$ cat src/logic/sksf_pkg.sv
package sksf_pkg;
	// socket register offsets (byte addresses in the socket block)
	localparam logic [7:0] SKSF_OFS_PROTO = 8'h00;
	localparam logic [7:0] SKSF_OFS_CMD   = 8'h01;
	localparam logic [7:0] SKSF_OFS_FLAGS = 8'h02;
	localparam logic [7:0] SKSF_OFS_STATE = 8'h03;
	localparam logic [7:0] SKSF_OFS_PORTH = 8'h04;
	localparam logic [7:0] SKSF_OFS_PORTL = 8'h05;
	localparam logic [7:0] SKSF_OFS_MASK  = 8'h2c;
	// event flag bit positions
	localparam int SKSF_BIT_CON  = 0;
	localparam int SKSF_BIT_DISC = 1;
	localparam int SKSF_BIT_RECEIVE_FLAG = 2;
	localparam int SKSF_BIT_TOUT = 3;
	localparam int SKSF_BIT_SEND = 4;
	localparam logic [7:0] SKSF_FLAG_USED = 8'h1f;
	// reset values
	localparam logic [7:0]  SKSF_RST_FLAGS = 8'h00;
	localparam logic [7:0]  SKSF_RST_MASK  = 8'hff;
	localparam logic [15:0] SKSF_RST_PORT  = 16'h0000;
	// protocol field codes
	localparam logic [3:0] SKSF_PROTO_STREAM = 4'h1;
	localparam logic [3:0] SKSF_PROTO_DGRAM  = 4'h2;
	localparam logic [3:0] SKSF_PROTO_RAW    = 4'h4;
	// command codes
	localparam logic [7:0] SKSF_CMD_OPEN    = 8'h01;
	localparam logic [7:0] SKSF_CMD_LISTEN  = 8'h02;
	localparam logic [7:0] SKSF_CMD_CONNECT = 8'h04;
	localparam logic [7:0] SKSF_CMD_DISCONNECT_FLAG  = 8'h08;
	localparam logic [7:0] SKSF_CMD_CLOSE   = 8'h10;
	localparam logic [7:0] SKSF_CMD_SEND    = 8'h20;
	// state codes
	localparam logic [7:0] SKSF_ST_RELEASED = 8'h00;
	localparam logic [7:0] SKSF_ST_OPENED   = 8'h13;
	localparam logic [7:0] SKSF_ST_LISTEN   = 8'h14;
	localparam logic [7:0] SKSF_ST_REQSENT  = 8'h15;
	localparam logic [7:0] SKSF_ST_REQRECV  = 8'h16;
	localparam logic [7:0] SKSF_ST_CONN     = 8'h17;
	localparam logic [7:0] SKSF_ST_CLWAIT   = 8'h18;
	localparam logic [7:0] SKSF_ST_CLBOTH   = 8'h1a;
	localparam logic [7:0] SKSF_ST_LINGER   = 8'h1b;
	localparam logic [7:0] SKSF_ST_HALF     = 8'h1c;
	localparam logic [7:0] SKSF_ST_LASTACK  = 8'h1d;
	localparam logic [7:0] SKSF_ST_DGRAM    = 8'h22;
	localparam logic [7:0] SKSF_ST_RAW      = 8'h42;
	// host controller command port offsets
	localparam logic [3:0] SKSF_HOFS_ADDR   = 4'h0;
	localparam logic [3:0] SKSF_HOFS_WDATA  = 4'h1;
	localparam logic [3:0] SKSF_HOFS_GO     = 4'h2;
	localparam logic [3:0] SKSF_HOFS_RDATA  = 4'h3;
	localparam logic [3:0] SKSF_HOFS_STATUS = 4'h4;
	localparam logic [1:0] SKSF_GO_WRITE = 2'h1;
	localparam logic [1:0] SKSF_GO_READ  = 2'h2;
endpackage : sksf_pkg

$ cat src/logic/sksf_link_if.sv
`timescale 1ns/1ps
`default_nettype none
interface sksf_link_if;
	logic       wr_en;
	logic       rd_en;
	logic [7:0] addr;
	logic [7:0] wdata;
	logic [7:0] rdata;
	modport dev (input wr_en, input rd_en, input addr, input wdata, output rdata);
	modport host (output wr_en, output rd_en, output addr, output wdata, input rdata);
endinterface : sksf_link_if
`default_nettype wire

$ cat src/logic/sksf_state_fsm.sv
// The plain strobed port was chosen for this implementation.
`timescale 1ns/1ps
`default_nettype none
module sksf_state_fsm
	import sksf_pkg::*;
#(
	parameter bit IS_SOCKET0 = 1'b1
) (
	// clock and reset
	input  wire logic       sys_clk,
	input  wire logic       reset_n,
	// command from the register file
	input  wire logic       cmd_valid,
	input  wire logic [7:0] cmd_code,
	input  wire logic [3:0] proto,
	// protocol engine events
	input  wire logic       ev_syn,
	input  wire logic       ev_synack,
	input  wire logic       ev_fin,
	input  wire logic       ev_finack,
	input  wire logic       ev_rst,
	input  wire logic       ev_timeout,
	// state out
	output logic [7:0]      state_code,
	output logic            became_conn,
	output logic            timeout_hit
);
	typedef enum logic [3:0] {
		S_REL, S_OPEN, S_LISTEN, S_REQS, S_REQR, S_CONN, S_HALF,
		S_FINW, S_CLOS, S_LING, S_LACK, S_DGRAM, S_RAW
	} sksf_st_t;
	typedef struct packed {
		sksf_st_t st;
	} sksf_fsm_t;
	sksf_fsm_t s_reg, s_next;

	always_comb begin
		s_next = s_reg;
		if (cmd_valid && cmd_code == SKSF_CMD_OPEN) begin
			case (proto)
				SKSF_PROTO_STREAM: s_next.st = S_OPEN;
				SKSF_PROTO_DGRAM: s_next.st = S_DGRAM;
				SKSF_PROTO_RAW: s_next.st = IS_SOCKET0 ? S_RAW : s_reg.st;
				default: s_next.st = s_reg.st;
			endcase
		end else if (cmd_valid && cmd_code == SKSF_CMD_CLOSE) begin
			s_next.st = S_REL;
		end else if (ev_rst || ev_timeout) begin
			// reset or timeout releases any state
			s_next.st = S_REL;
		end else begin
			case (s_reg.st)
				S_OPEN: begin
					if (cmd_valid && cmd_code == SKSF_CMD_LISTEN)
						s_next.st = S_LISTEN;
					else if (cmd_valid && cmd_code == SKSF_CMD_CONNECT)
						s_next.st = S_REQS;
				end
				S_LISTEN: begin
					if (ev_timeout)
						s_next.st = S_REL;
					else if (ev_syn)
						s_next.st = S_REQR;
				end
				S_REQS: begin
					if (ev_timeout)
						s_next.st = S_REL;
					else if (ev_synack)
						s_next.st = S_CONN;
				end
				S_REQR: begin
					if (ev_timeout)
						s_next.st = S_REL;
					else if (ev_synack)
						s_next.st = S_CONN;
				end
				S_CONN: begin
					if (ev_timeout)
						s_next.st = S_REL;
					else if (cmd_valid && cmd_code == SKSF_CMD_DISCONNECT_FLAG)
						s_next.st = S_FINW;
					else if (ev_fin)
						s_next.st = S_HALF;
				end
				S_HALF: begin
					if (ev_timeout)
						s_next.st = S_REL;
					else if (cmd_valid && cmd_code == SKSF_CMD_DISCONNECT_FLAG)
						s_next.st = S_LACK;
				end
				S_FINW: begin
					if (ev_timeout || ev_finack)
						s_next.st = S_REL;
					else if (ev_fin)
						s_next.st = S_CLOS;
				end
				S_CLOS: begin
					if (ev_timeout)
						s_next.st = S_REL;
					else if (ev_finack)
						s_next.st = S_LING;
				end
				S_LING: begin
					if (ev_timeout || ev_finack)
						s_next.st = S_REL;
				end
				S_LACK: begin
					if (ev_timeout || ev_finack)
						s_next.st = S_REL;
				end
				default: s_next.st = s_reg.st;
			endcase
			if (cmd_valid && cmd_code == SKSF_CMD_DISCONNECT_FLAG
				&& !(s_reg.st == S_CONN || s_reg.st == S_HALF))
				s_next.st = S_REL;
		end
	end

	always_ff @(posedge sys_clk or negedge reset_n) begin
		if (!reset_n)
			s_reg <= '{st: S_REL};
		else
			s_reg <= s_next;
	end

	always_comb begin
		case (s_reg.st)
			S_OPEN:   state_code = SKSF_ST_OPENED;
			S_LISTEN: state_code = SKSF_ST_LISTEN;
			S_REQS:   state_code = SKSF_ST_REQSENT;
			S_REQR:   state_code = SKSF_ST_REQRECV;
			S_CONN:   state_code = SKSF_ST_CONN;
			S_HALF:   state_code = SKSF_ST_HALF;
			S_FINW:   state_code = SKSF_ST_CLWAIT;
			S_CLOS:   state_code = SKSF_ST_CLBOTH;
			S_LING:   state_code = SKSF_ST_LINGER;
			S_LACK:   state_code = SKSF_ST_LASTACK;
			S_DGRAM:  state_code = SKSF_ST_DGRAM;
			S_RAW:    state_code = SKSF_ST_RAW;
			default:  state_code = SKSF_ST_RELEASED;
		endcase
	end

	assign became_conn = (s_next.st == S_CONN) && (s_reg.st != S_CONN);
	assign timeout_hit = ev_timeout;
endmodule : sksf_state_fsm
`default_nettype wire

$ cat src/logic/sksf_device.sv
`timescale 1ns/1ps
`default_nettype none
// How it works
// - masked events set their flag
// - writing one clears that flag
// - bit four: send complete
// - bit three: either timeout
// - bit two: data received
// - bit one: peer fin or fin ack received
// - bit zero: once on connect
// - state code read only
// - released on disconnect_flag, close, timeout
// - stream open gives 0x13
// - host connects/listens only when opened
// - listen waits syn, timeout releases
// - connected after accept or connect
// - peer fin gives half closed
// - datagram open gives 0x22
// - raw frame open, socket zero only
// - request sent transient state
// - request received transient state
// - closing states end in released
// - final ack wait then released
// - host sets port before open
// - command 0x01 opens socket
// - command 0x08 runs disconnect
module sksf_device
	import sksf_pkg::*;
#(
	parameter bit IS_SOCKET0 = 1'b1
) (
	// clock and reset
	input  wire logic        sys_clk,
	input  wire logic        reset_n,
	// register link
	sksf_link_if.dev         link,
	// protocol engine events, one-cycle pulses
	input  wire logic        ev_send_done,
	input  wire logic        ev_resolution_timeout,
	input  wire logic        ev_retransmit_timeout,
	input  wire logic        ev_data_rx,
	input  wire logic        ev_syn,
	input  wire logic        ev_synack,
	input  wire logic        ev_fin,
	input  wire logic        ev_finack,
	input  wire logic        ev_rst,
	// settings toward the engine
	output logic [15:0]      socket_local_port,
	output logic [3:0]       socket_protocol_select,
	output logic [7:0]       command_pulse_code,
	output logic             command_pulse
);
	import sksf_pkg::*;

	typedef struct packed {
		logic [7:0]  flags;
		logic [7:0]  mask;
		logic [15:0] port;
		logic [3:0]  proto;
		logic [7:0]  cmd;
		logic        cmd_v;
		logic [7:0]  rdata;
	} sksf_dev_t;
	sksf_dev_t r_reg, r_next;

	logic [7:0] state_code;
	logic       became_conn;
	logic       timeout_hit;
	logic [7:0] ev_vec;
	logic       ev_timeout;

	assign ev_timeout = ev_resolution_timeout | ev_retransmit_timeout;

	logic [7:0] flag_clr;
	logic [7:0] flag_upd;
	assign flag_clr = (link.wr_en && link.addr == SKSF_OFS_FLAGS) ? link.wdata : 8'h00;
	for (genvar b = 0; b < 8; b++) begin : g_flag
		// reserved bits never latch, so software sees zeros there
		assign flag_upd[b] = SKSF_FLAG_USED[b]
			& ((ev_vec[b] & r_reg.mask[b]) | (r_reg.flags[b] & ~flag_clr[b]));
	end

	sksf_state_fsm #(.IS_SOCKET0(IS_SOCKET0)) u_fsm (
		.sys_clk    (sys_clk),
		.reset_n    (reset_n),
		.cmd_valid  (r_reg.cmd_v),
		.cmd_code   (r_reg.cmd),
		.proto      (r_reg.proto),
		.ev_syn     (ev_syn),
		.ev_synack  (ev_synack),
		.ev_fin     (ev_fin),
		.ev_finack  (ev_finack),
		.ev_rst     (ev_rst),
		.ev_timeout (ev_timeout),
		.state_code (state_code),
		.became_conn(became_conn),
		.timeout_hit(timeout_hit)
	);

	always_comb begin
		ev_vec = 8'h00;
		ev_vec[SKSF_BIT_SEND] = ev_send_done;
		ev_vec[SKSF_BIT_TOUT] = timeout_hit;
		ev_vec[SKSF_BIT_RECEIVE_FLAG] = ev_data_rx;
		ev_vec[SKSF_BIT_DISC] = ev_fin | ev_finack;
		ev_vec[SKSF_BIT_CON] = became_conn;
	end

	always_comb begin
		r_next = r_reg;
		r_next.cmd_v = 1'b0;
		r_next.rdata = 8'h00;
		if (link.wr_en) begin
			case (link.addr)
				SKSF_OFS_PROTO: r_next.proto = link.wdata[3:0];
				SKSF_OFS_CMD: begin
					r_next.cmd   = link.wdata;
					r_next.cmd_v = 1'b1;
				end
				SKSF_OFS_PORTH: r_next.port[15:8] = link.wdata;
				SKSF_OFS_PORTL: r_next.port[7:0] = link.wdata;
				SKSF_OFS_MASK:  r_next.mask = link.wdata & SKSF_FLAG_USED;
				default: r_next.cmd_v = 1'b0;
			endcase
		end
		r_next.flags = flag_upd;
		if (link.rd_en) begin
			case (link.addr)
				SKSF_OFS_PROTO: r_next.rdata = {4'h0, r_reg.proto};
				SKSF_OFS_FLAGS: r_next.rdata = r_reg.flags;
				SKSF_OFS_STATE: r_next.rdata = state_code;
				SKSF_OFS_PORTH: r_next.rdata = r_reg.port[15:8];
				SKSF_OFS_PORTL: r_next.rdata = r_reg.port[7:0];
				SKSF_OFS_MASK:  r_next.rdata = r_reg.mask;
				default:        r_next.rdata = 8'h00;
			endcase
		end
	end

	always_ff @(posedge sys_clk or negedge reset_n) begin
		if (!reset_n) begin
			r_reg <= '{flags: SKSF_RST_FLAGS, mask: SKSF_RST_MASK & SKSF_FLAG_USED,
				port: SKSF_RST_PORT, proto: 4'h0, cmd: 8'h00, cmd_v: 1'b0,
				rdata: 8'h00};
		end else begin
			r_reg <= r_next;
		end
	end

	assign link.rdata             = r_reg.rdata;
	assign socket_local_port      = r_reg.port;
	assign socket_protocol_select = r_reg.proto;
	assign command_pulse_code     = r_reg.cmd;
	assign command_pulse          = r_reg.cmd_v;
endmodule : sksf_device
`default_nettype wire

$ cat src/flat_wrapper.sv
// flat-port wrapper written by rule: the top's interface ports become plain ports
module sksf_device_flat import sksf_pkg::*;
#(
	parameter bit IS_SOCKET0 = 1'b1
)
  (sys_clk, reset_n, ev_send_done, ev_resolution_timeout, ev_retransmit_timeout, ev_data_rx, ev_syn, ev_synack, ev_fin, ev_finack, ev_rst, socket_local_port, socket_protocol_select, command_pulse_code, command_pulse, link_wr_en, link_rd_en, link_addr, link_wdata, link_rdata);
  sksf_link_if link_i ();
  input  wire logic sys_clk;
  input  wire logic reset_n;
  input  wire logic ev_send_done;
  input  wire logic ev_resolution_timeout;
  input  wire logic ev_retransmit_timeout;
  input  wire logic ev_data_rx;
  input  wire logic ev_syn;
  input  wire logic ev_synack;
  input  wire logic ev_fin;
  input  wire logic ev_finack;
  input  wire logic ev_rst;
  output logic [15:0] socket_local_port;
  output logic [3:0] socket_protocol_select;
  output logic [7:0] command_pulse_code;
  output logic command_pulse;
  input wire logic [$bits(link_i.wr_en)-1:0] link_wr_en;
  input wire logic [$bits(link_i.rd_en)-1:0] link_rd_en;
  input wire logic [$bits(link_i.addr)-1:0] link_addr;
  input wire logic [$bits(link_i.wdata)-1:0] link_wdata;
  output wire logic [$bits(link_i.rdata)-1:0] link_rdata;
  assign link_i.wr_en = link_wr_en;
  assign link_i.rd_en = link_rd_en;
  assign link_i.addr = link_addr;
  assign link_i.wdata = link_wdata;
  assign link_rdata = link_i.rdata;
  sksf_device #(.IS_SOCKET0(IS_SOCKET0)) u_core (.sys_clk(sys_clk), .reset_n(reset_n), .link(link_i), .ev_send_done(ev_send_done), .ev_resolution_timeout(ev_resolution_timeout), .ev_retransmit_timeout(ev_retransmit_timeout), .ev_data_rx(ev_data_rx), .ev_syn(ev_syn), .ev_synack(ev_synack), .ev_fin(ev_fin), .ev_finack(ev_finack), .ev_rst(ev_rst), .socket_local_port(socket_local_port), .socket_protocol_select(socket_protocol_select), .command_pulse_code(command_pulse_code), .command_pulse(command_pulse));
endmodule
$ cat config.mk
export PLATFORM = sky130hd
export DESIGN_NAME = sksf_device_flat
export DESIGN_NICKNAME = d
export VERILOG_FILES = /design/src/logic/sksf_pkg.sv /design/src/logic/sksf_link_if.sv /design/src/logic/sksf_state_fsm.sv /design/src/logic/sksf_device.sv /design/src/flat_wrapper.sv
export SDC_FILE = /design/constraint.sdc
export NUM_CORES = 1
export LEC_CHECK = 0
export BUFFER_PORTS_ARGS = -buffer_cell sky130_fd_sc_hd__buf_2
export CORE_MARGIN = 2
export CORE_UTILIZATION = 55
export CTS_CLUSTER_SIZE = 28
export DETAILED_ROUTE_END_ITERATION = 7
export PLACE_DENSITY = 0.79
export SLEW_MARGIN = 20
export SYNTH_ARGS = -nofsm -noshare
export SYNTH_HDL_FRONTEND = slang
export SYNTH_HIERARCHICAL = 1
export SYNTH_SLANG_ARGS = --single-unit
$ cat constraint.sdc
create_clock -name sys_clk -period 3 [get_ports sys_clk]
set_input_delay 0.45 -clock sys_clk [delete_from_list [all_inputs] [get_ports sys_clk]]
set_output_delay 0.45 -clock sys_clk [all_outputs]
set_load 0.02 [all_outputs]
Word level (Yosys, flattened, before mapping)
Memory sizes are Yosys's and may differ from the RTL's. Index checks and enable logic that the tools add are counted.

Register bits after elaboration: 51. ROM bits: 112. Bits of input ports: 29. Output and inout port bits: 37. Logic and storage cells: 105. Memories kept: 1.

Equal/unequal tests: 26. Multiplexer cells: 27. Bitwise gates (word level): 22. Reduce and logical (&&, ||, !) cells: 20.

Memories: (no name shown) (depth 16, bits a word 7, rd ports 1, clocked after memory_dff 0, write ports 0, RTL line sksf_state_fsm.sv:127) `case (s_reg.st)`.

Operator list (number): $mux W4 (20); $pmux W8 S6 (1); $pmux W4 S8 (1); $eq A4 B3 Y1 const B (6); $eq A8 B2 Y1 const B (3); $eq A8 B3 Y1 const B (3); $eq A8 B1 Y1 const B (2); $eq A4 B2 Y1 const B (3); $eq A4 B4 Y1 const B (3); $pmux W4 S3 (1); $and A1 B1 Y1 (10); $reduce_and A2 Y1 (5); $eq A4 B1 Y1 const B (2); $eq A8 B4 Y1 const B (1); $eq A8 B5 Y1 const B (1); $eq A8 B6 Y1 const B (1); $logic_and A1 B1 Y1 (8); $logic_not A8 Y1 (1); $mux W8 (1); $or A1 B1 Y1 (7); $mux W5 (1); $not A1 Y1 (5); $ne A4 B3 Y1 const B (1); $reduce_or A2 Y1 (2); 3 further kinds (6).

Depth between registers and ports, before layout
Gate-level depths: netlist (run 1).

Depth in word-level cells: 13. Mapped depth: 10.

Modules after synthesis
Netlist (run 1), hierarchy kept.

By module, submodules not included: sksf_device (instances 1, cells an instance 203, area an instance 2428.6 µm², sequential area each 1182.4 µm²); sksf_state_fsm (instances 1, cells an instance 131, area an instance 969.7 µm², sequential area each 100.1 µm²).

Least setup slack after synthesis (run 1)
OpenSTA, ideal clock, no wires.

Path type: register to register. From: register u_core/u_fsm/s_reg[1] (netlist bit). To: register u_core/r_reg[45] (netlist bit). Library setup time: 0.121 ns. Arrival time: 2.170 ns. Data required time: 2.879 ns. Path slack: 0.709 ns. Stages on the path, launching flop included: 11. Buffers on the path: 1. Path through: dfrtp_1 > inv_1 > ha_1 > buf_6 > or2_1 > a32o_1 > a21oi_1 > nand3_1 > a31o_2 > and4b_1 > a22o_1.

RTL lines: start, declared (RTL line sksf_state_fsm.sv:35) `sksf_fsm_t s_reg, s_next;`; start signal, assigned (RTL line sksf_state_fsm.sv:121) `s_reg <= '{st: S_REL};`; start signal, assigned (RTL line sksf_state_fsm.sv:123) `s_reg <= s_next;`; end signal, assigned (RTL line sksf_device.sv:142) `r_reg <= '{flags: SKSF_RST_FLAGS, mask: SKSF_RST_MASK & SKSF_FLAG_USED,`; end signal, assigned (RTL line sksf_device.sv:146) `r_reg <= r_next;`; end, declared (RTL line sksf_device.sv:64) `sksf_dev_t r_reg, r_next;`.

==> results of run 1 <==
-- cells in the final DEF, fill, tap and decap left out, drive strengths merged, types with 3 or more instances in the layout --
cell type	Yosys	routed
a32oi	5	5
nor3b	3	3
mux2	37	37
ha	4	4
o21ai	18	18
a221oi	5	5
clkbuf	9	6
a32o	4	4
buf	41	67
nor4	5	5
nand4b	3	3
a21o	3	3
a2bb2oi	3	3
mux2i	4	4
or2	3	3
dfstp	5	5
a21oi	9	9
dfrtp	46	46
inv	8	9
nor3	13	13
nand2	19	19
and2	3	3
nand2b	9	9
a211oi	3	3
nor2	20	20
nor2b	3	3
nand3	5	5
a22o	7	7
-- metal layers --
| layer | vias up | GRT usage, % | wire length, microns |
|---|---|---|---|
| li1 | 1249 | - | - |
| met1 | 1321 | 36.34 | 3449 |
| met2 | 144 | 35.16 | 3627 |
| met3 | 18 | 4.674 | 717 |
| met4 | 0 | 6.557 | 153 |
| met5 | - | 0 | 0 |
-- kinds of logic (layout without fill, tap and decap cells) --
family | Yosys count | count (layout) | synth area share (%)
other cells | 1 | 1 | 0.1104
mux | 41 | 41 | 13.44
compound gates | 76 | 76 | 16.83
flops | 51 | 51 | 37.74
xor+xnor | 2 | 2 | 0.5156
fa+ha+maj | 4 | 4 | 1.473
buf+inv | 58 | 83 | 11.49
simple gates | 101 | 101 | 18.41
-- final timing paths --
kind	start	end	slack [ns]	cells after the start
min in group sys_clk	ev_data_rx	u_core/r_reg[47]$_DFF_PN0_	0.39	2
min reg2reg	u_core/r_reg[48]$_DFF_PN0_	u_core/r_reg[48]$_DFF_PN0_	0.52	1
max	u_core/u_fsm/s_reg[1]$_DFF_PN0_	u_core/r_reg[45]$_DFF_PN0_	0.40	9
max reg2reg	u_core/u_fsm/s_reg[1]$_DFF_PN0_	u_core/r_reg[45]$_DFF_PN0_	0.40	9
max in group asynchronous	reset_n	u_core/r_reg[40]$_DFFE_PN1P_	2.16	2
min	reset_n	u_core/socket_local_port[6]$_DFFE_PN0P_	0.05	1
-- power groups by stage --
stage	logic, mW	clock network [mW]	registers (mW)
after floorplan	0.149	0	0.771
final	0.198	0.390	0.773
after global routing	0.215	0.431	0.780
after CTS	0.197	0.399	0.773
after global placement	0.192	0	0.783
after detailed placement	0.197	0	0.785
-- Yosys cell counts, types with 3 or more instances --
library cell,n
dfrtp_1,46
buf_4,38
mux2_2,37
nor2_1,20
nand2_1,19
o21ai_0,17
nand2b_1,9
nor3_1,9
a21oi_1,8
inv_1,8
a22o_1,7
clkbuf_1,7
a221oi_1,5
a32oi_1,5
dfstp_2,5
a32o_1,4
ha_1,4
mux2i_1,4
nand3_1,4
nor3_2,4
a211oi_1,3
a21o_1,3
a2bb2oi_1,3
nand4b_1,3
nor2b_1,3
nor4_1,3
-- final cells by class --
cell class / count / area share [%]
clock buffers: 6 / 2.038
clock inverters: 2 / 0.4568
inverters: 8 / 0.8433
multi-input cells: 225 / 48.45
flip-flops and latches: 51 / 36.02
well taps: 75 / 2.635
repair buffers: 67 / 9.557
==> results by stage, run 1 <==
Timing:
- The final clock period utilization by the worst path is 86.60%.
- In this run the tightest slew margin relative to its limit is 51.59%.
- The setup TNS is 0 ns.
- The worst clock skew is 0.008689 ns.
- The final worst slack is 0.4019 ns.
- Setup repair after global routing left no endpoint under its margin.
- The number of endpoints with negative hold slack in the final report is 0.
- For this run, the top clock speed supported by timing is 0.3849 GHz.
- The number of pins with negative max-slew slack in the final report is 0.
- Setup violations remaining at the end of the flow were counted as 0.
- The worst hold slack is 0.05230 ns.
- The actual transition at the worst max-transition pin is 0.7262 ns.
- The time the final worst path needs with I/O delays and setup is 2.598 ns.

GRT:
- The total routing usage reported by global routing is 24.08%.
- The number of global-route vias before repair is 2394.
- The pin count of the biggest net entering global routing is 36.
- The first global-routing pass estimated 12.43 mm of wire.
- The total congestion overflow after global routing is 0.
- The number of antenna violations at the first check in global routing is 0.

Layout:
- The repair_antennas step left the layout with diodes totalling 0.
- The storage element area is 0.001282 sq mm.
- The register with the most flip-flops in the layout has 16 of them.
- The final cell count without fillers is 434.
- The final standard cell utilization of the core is 59.79%.
- The number of nets in the layout is 391.
- The area of the multi-input gates is 0.001725 sq mm.
- The area growth from synthesis to layout is 4.787%.
- Fill cells in the final layout number 519.
- In the final layout, the share of cells above drive strength 1 is 38.16%.
- Once layout is done, the placed cells without fillers occupy 0.003561 sq mm.

Power:
- In this run, the clock network consumes 28.7% of the power.
- Net switching is 27.58% of the power.
- The analysis attributes to net switching a power of 0.3754 mW.
- The combinational share of power is 14.5%.
- IR analysis of the VDD net gives a maximum drop of 0.3902 mV.
- The power per unit of standard cell area is 382.3 mW/mm^2.
- The internal power of the cells is 0.9858 mW.
- The standby leakage power is 1.645 nW.
- The sequential power share is 56.8%.
- The overall power after layout is 1.361 mW.

Worst setup path:
- The endpoint type of the worst setup path is a flop.
- On the critical path, the stage with the largest delay is an instance of dfrtp_1.
- The signal on the critical path passes through inv_1 -> ha_1 -> or2_1 -> a32o_1 -> o21a_1 -> o41ai_2 -> o21ai_1 -> and4b_1 -> a22o_1.
- The worst setup path is launched from a flop.
- The critical path required time is 3.24 ns.
- The data arrival time at the worst-slack endpoint is 2.83 ns.
- The maximum single-stage delay on the critical path is 0.50 ns.
- Together, buffers and inverters on the worst path number 1.
- The highest net fanout along the worst path is 9.
- The critical setup path kind is reg2reg.
- Grouping stages by cell kind, the critical path spends the most delay in compound AO/OA/AOI/OAI gates.

Placement:
- The placed instance count is 426.
- The last weighted congestion value of the routability-driven placer is 0.9268.
- The placed instances occupy a cell area of 0.003472 sq mm.
- The post-placement setup slack is 0.4599 ns.
- During placement, the flow inserted port buffers numbering 65.
- Once detailed placement completed, the half-perimeter wirelength came to 5.975 mm.

Routing:
- The first detailed-routing pass ran for 5 iterations.
- The total wire length after detailed routing is 7.947 mm.
- The remaining antenna violation count is 0.
- The detail-routed via count per cell is 6.295.
- The vias after detailed routing is 2732.
- The DRC violation count after routing is 0.
- The initial DRC count is 424.
- After detailed routing, the average wire length per cell comes to 18.31 microns.

Clock tree:
- After clock tree synthesis, the setup repair step added 0 buffers.
- The H-tree was split into 2 levels.
- After clock tree synthesis, the repair step resized 0 gates.
- The TritonCTS clock tree is built.
- The tree is rooted in a clkbuf_8.
- The number of clock buffers added by TritonCTS is 5.
- The register clock-pin slew on the reported worst setup and hold paths is 0.09 ns.
- The maximum root-to-sink buffer count is 2.
- The number of hold buffers added after cts is 0.
- The source-to-sink clock delay at the later pin of the worst-skew pair is 0.30 ns.
- The number of clock sinks seen by CTS is 51.

Logic synthesis:
- The netlist area before placement is 0.003398 sq mm.
- After synthesis, the share of flip-flops with an asynchronous set or reset is 100.0%.
- The sequential area share after synthesis is 37.74%.
- When the netlist entered floorplanning its net count stood at 367.
- Ranked by total cell area, the synthesized netlist is headed by dfrtp_1, mux2_2, buf_4.
- For this run, the leading register cell type out of synthesis is dfrtp_1.
- The mean instance size in the synthesized netlist is 10.17 sq um.
- The Yosys step of the flow raised 6 warnings.
- The number of enable flip-flop cells after synthesis is 0.
- The number of distinct standard cells referenced by the synthesized netlist is 73.
- Synthesis inferred 51 register bits.
- In this run the biggest area consumer among cell types represents 33.87% of the synthesized area.
- Synthesis produced a netlist whose cell count is 334.
- The library cell occupying the most area in the post-synthesis netlist is dfrtp_1.

Floorplan:
- Measured along the x axis, the die boundary spans 82.61 microns.
- The initialized floorplan defines 28 standard-cell rows.
- The core region is 0.005956 sq mm.
- 66 I/O pins were placed.
- Measured along the y axis, the die boundary spans 82.61 microns.
- The die covers 0.006824 sq mm.
- The starting density of the core is 57.06%.

Run status:
- The run finished with clean final reports.

Job:
- Across the run, the number of max-cap violations was 0.

Min path:
- The classification of the worst-slack hold path is in2async.
Power figures use the tool's default switching activity.
==> run 2, diff against run 1 <==
Settings changed: PLACE_DENSITY 0.79 to 0.8, SYNTH_HIERARCHICAL 1 to default.
==> results by stage, run 2 <==
Run status:
- The run finished with clean final reports.

Job:
- The number of maximum-capacitance violations is 0 (unchanged).

GRT:
- The total routing usage reported by global routing is 25.85% (+1.8 points).
- The number of antenna violations at the first check in global routing came to 0 (unchanged).
- The number of global-route vias before repair is 2661 (+11%).
- The total congestion overflow after global routing is 0 (unchanged).
- The pin count of the biggest net entering global routing is 52 (+44%).
- The global-route wire length before repair is 13.14 mm (+5.8%).

Clock tree:
- The total CTS buffers is 5 (unchanged).
- The source-to-sink clock delay at the later pin of the worst-skew pair is 0.31 ns (about the same).
- The register clock-pin slew on the reported worst setup and hold paths is 0.09 ns (about the same).
- The number of gates resized after CTS is 0 (unchanged).
- The number of clock sinks seen by CTS was 51 (unchanged).
- The post-CTS setup repair buffer count came to 0 (unchanged).
- The maximum root-to-sink buffer count is 2 (unchanged).
- The root buffer cell chosen for the clock tree is clkbuf_8.
- The number of H-tree levels is 2 (unchanged).
- The number of hold buffers added after cts came to 0 (unchanged).
- TritonCTS built the clock tree.

Worst setup path:
- The endpoint type of the worst setup path is a flop.
- The data arrival time at the worst-slack endpoint is 2.66 ns (-0.17 ns).
- The worst-case register-to-register setup slack came to 0.59 ns (+0.19 ns).
- The highest net fanout along the worst path was 10 (+1).
- The critical path required time was 3.25 ns (about the same).
- The critical path is of the reg2reg type.
- The kind of start point of the critical path is a flop.

Timing:
- The number of endpoints with negative hold slack in the final report is 0 (unchanged).
- The setup violation total in the final timing report was 0 (unchanged).
- The actual transition at the worst max-transition pin was 0.7579 ns (+0.03163 ns).
- The worst clock skew is 0.007322 ns (-0.001367 ns).
- The fmax is 0.4144 GHz (+7.7%).
- The final clock period utilization by the worst path is 80.43% (-6.2 points).
- The setup TNS is 0 ns (unchanged).
- The number of pins with negative max-slew slack in the final report is 0 (unchanged).
- Setup repair after global routing left no endpoint under its margin.
- The worst-case headroom to the max-slew limit is 49.37% (-2.2 points).
- The time the final worst path needs with I/O delays and setup is 2.413 ns (-0.1852 ns).
- The final worst slack was 0.5871 ns (+0.1852 ns).

Placement:
- The last weighted congestion value of the routability-driven placer is 0.8566 (-7.6%).
- The HPWL reported at the end of detailed placement was 5.866 mm (-1.8%).
- The number of buffers inserted by port buffering is 65 (unchanged).
- The post-place instance area was 0.003428 sq mm (-1.3%).
- The post-placement setup slack came to 0.6117 ns (+0.1518 ns).

Routing:
- The remaining antenna violation count is 0 (unchanged).
- The initial DRC count is 323 (-24%).
- The DRC violation count after routing came to 0 (unchanged).
- The detail-routed via count per cell is 6.140 (-2.5%).
- The total wire length after detailed routing is 7.935 mm (-0.15%).
- The vias after detailed routing is 2769 (+1.4%).
- The routed length per placed instance is 17.59 microns (-3.9%).
- The first-pass detailed-route iteration total is 5 (unchanged).

Power:
- The power per unit of standard cell area was 411.3 mW/mm^2 (+7.6%).
- The standby leakage power came to 1.686 nW (+2.5%).
- The overall power after layout came to 1.461 mW (+7.3%).
- The largest vdd supply drop is 0.4411 mV (+13%).

Layout:
- The number of antenna diodes was 0 (unchanged).
- The post-route cell area is 0.003552 sq mm (-0.25%).
- The library cells used most frequently in the layout, excluding fill and tap cells, are buf_2, nand2_1, dfrtp_1.
- The number of flip-flops under the largest register name is 16 (unchanged).
- The signed area change from the synthesized netlist to the final layout is 7.213%.
- The number of nets in the layout was 408 (+4.3%).
- Leaving out fill and tap cells, the most frequent cell in the layout is buf_2.
- The ratio of cells with drive above 1 in the final layout came to 32.71% (-5.4 points).

Logic synthesis:
- In the synthesized netlist, the cells that appear most often are nand2_1, dfrtp_1, buf_4, mux2_2, clkbuf_1.
- The post-synthesis net count is 384 (+4.6%).
- The number of distinct standard cells referenced by the synthesized netlist is 61 (-16%).
- The post-synthesis sequential element count is 51 (unchanged).
- The total of warnings raised by yosys is 0 (-6).
- In the post-synthesis netlist, the biggest area contributors are dfrtp_1, mux2_2, buf_4.
- The number of enable flip-flop cells after synthesis is 0 (unchanged).
- The share of synthesized registers carrying an async set or reset is 100.0% (unchanged).
- The area share of the leading cell type in the synthesized netlist came to 34.74% (+0.87 points).
- The mean instance size in the synthesized netlist was 9.439 sq um (-7.2%).
- The most used flip-flop cell after synthesis is dfrtp_1.
- The library cell occupying the most area in the post-synthesis netlist is dfrtp_1.
- The sequential area share after synthesis is 38.71% (+0.97 points).
- The netlist area before placement was 0.003313 sq mm (-2.5%).
- By instance count, the leading cell after synthesis is nand2_1.
- The cell count after synthesis is 351 (+5.1%).

Floorplan:
- The number of ports placed on the die boundary is 66 (unchanged).
- The vertical extent of the die is 81.62 microns (-1.2%).
- The die outline area is 0.006661 sq mm (-2.4%).
- The area of the core was 0.005886 sq mm (-1.2%).
- The number of rows in the core area is 28 (unchanged).
- The starting density of the core came to 56.29% (-0.77 points).
- The horizontal extent of the die is 81.62 microns (-1.2%).

Min path:
- The min-delay analysis places its worst path in the category in2async.
-- run 2: worst max-delay path, stage by stage (launching register included) --
cell	delay, ns
dfrtp_1	0.47
inv_1	0.16
ha_1	0.36
or3_1	0.43
o2111a_1	0.13
a21boi_0	0.22
o21ai_0	0.16
a211oi_2	0.23
a32o_1	0.19
-- run 2: layout make-up --
cell class                 instances  area [sq um]
clock buffer                       6         82.58
tap                               75         93.84
timing repair buffer              68         350.3
multi-input combinational        242          1678
fill                             544          2333
clock inverter                     2         38.79
inverter                           7         26.28
sequential                        51          1282
-- run 2: through the flow --
step	utilization, %	hold slack (ns)	std cells
after floorplan	-	0.1544	351
final	60.35	0.1497	451
after global routing	60.35	0.1882	451
after global placement	58.25	0.4560	443
after CTS	60.31	0.3636	451
after detailed placement	58.25	0.4634	443
-- run 2: routing by layer --
layer	track usage, %	vias to the layer above	routed length, microns
li1	-	1291	-
met1	34.79	1352	3409
met2	41.72	115	3825
met3	5.604	11	584
met4	8.333	0	115
met5	0	-	0
-- run 2: final timing paths --
path / startpoint / end / cells after the start
setup / recovery: u_core.u_fsm.s_reg[0]$_DFF_PN0_ / u_core.r_reg[45]$_DFF_PN0_ / 8
hold reg to reg: u_core.r_reg[46]$_DFF_PN0_ / u_core.r_reg[46]$_DFF_PN0_ / 2
min in group sys_clk: link_wdata[7] / u_core.command_pulse_code[7]$_DFFE_PN0P_ / 3
setup reg to reg: u_core.u_fsm.s_reg[0]$_DFF_PN0_ / u_core.r_reg[45]$_DFF_PN0_ / 8
hold / removal: reset_n / u_core.link.rdata[6]$_DFF_PN0_ / 1
max in group asynchronous: reset_n / u_core.link.rdata[3]$_DFF_PN0_ / 1
-- run 2: cells by family (layout without fill, tap and decap cells) --
group / count (synthesis) / count (layout) / synth area share, %
flops: 51 / 51 / 38.71
xor+xnor: 2 / 2 / 0.5288
compound gates: 73 / 73 / 16.16
simple gates: 128 / 128 / 20.69
buf+inv: 58 / 83 / 10.65
mux: 35 / 35 / 11.74
fa+ha+maj: 4 / 4 / 1.511
-- run 2: power breakdown --
group / switching, mW / total [mW] / internal (mW)
Clock: 0.234 / 0.508 / 0.275
Sequential: 0.0387 / 0.771 / 0.732
Combinational: 0.104 / 0.182 / 0.0784
Total: 0.376 / 1.46 / 1.08
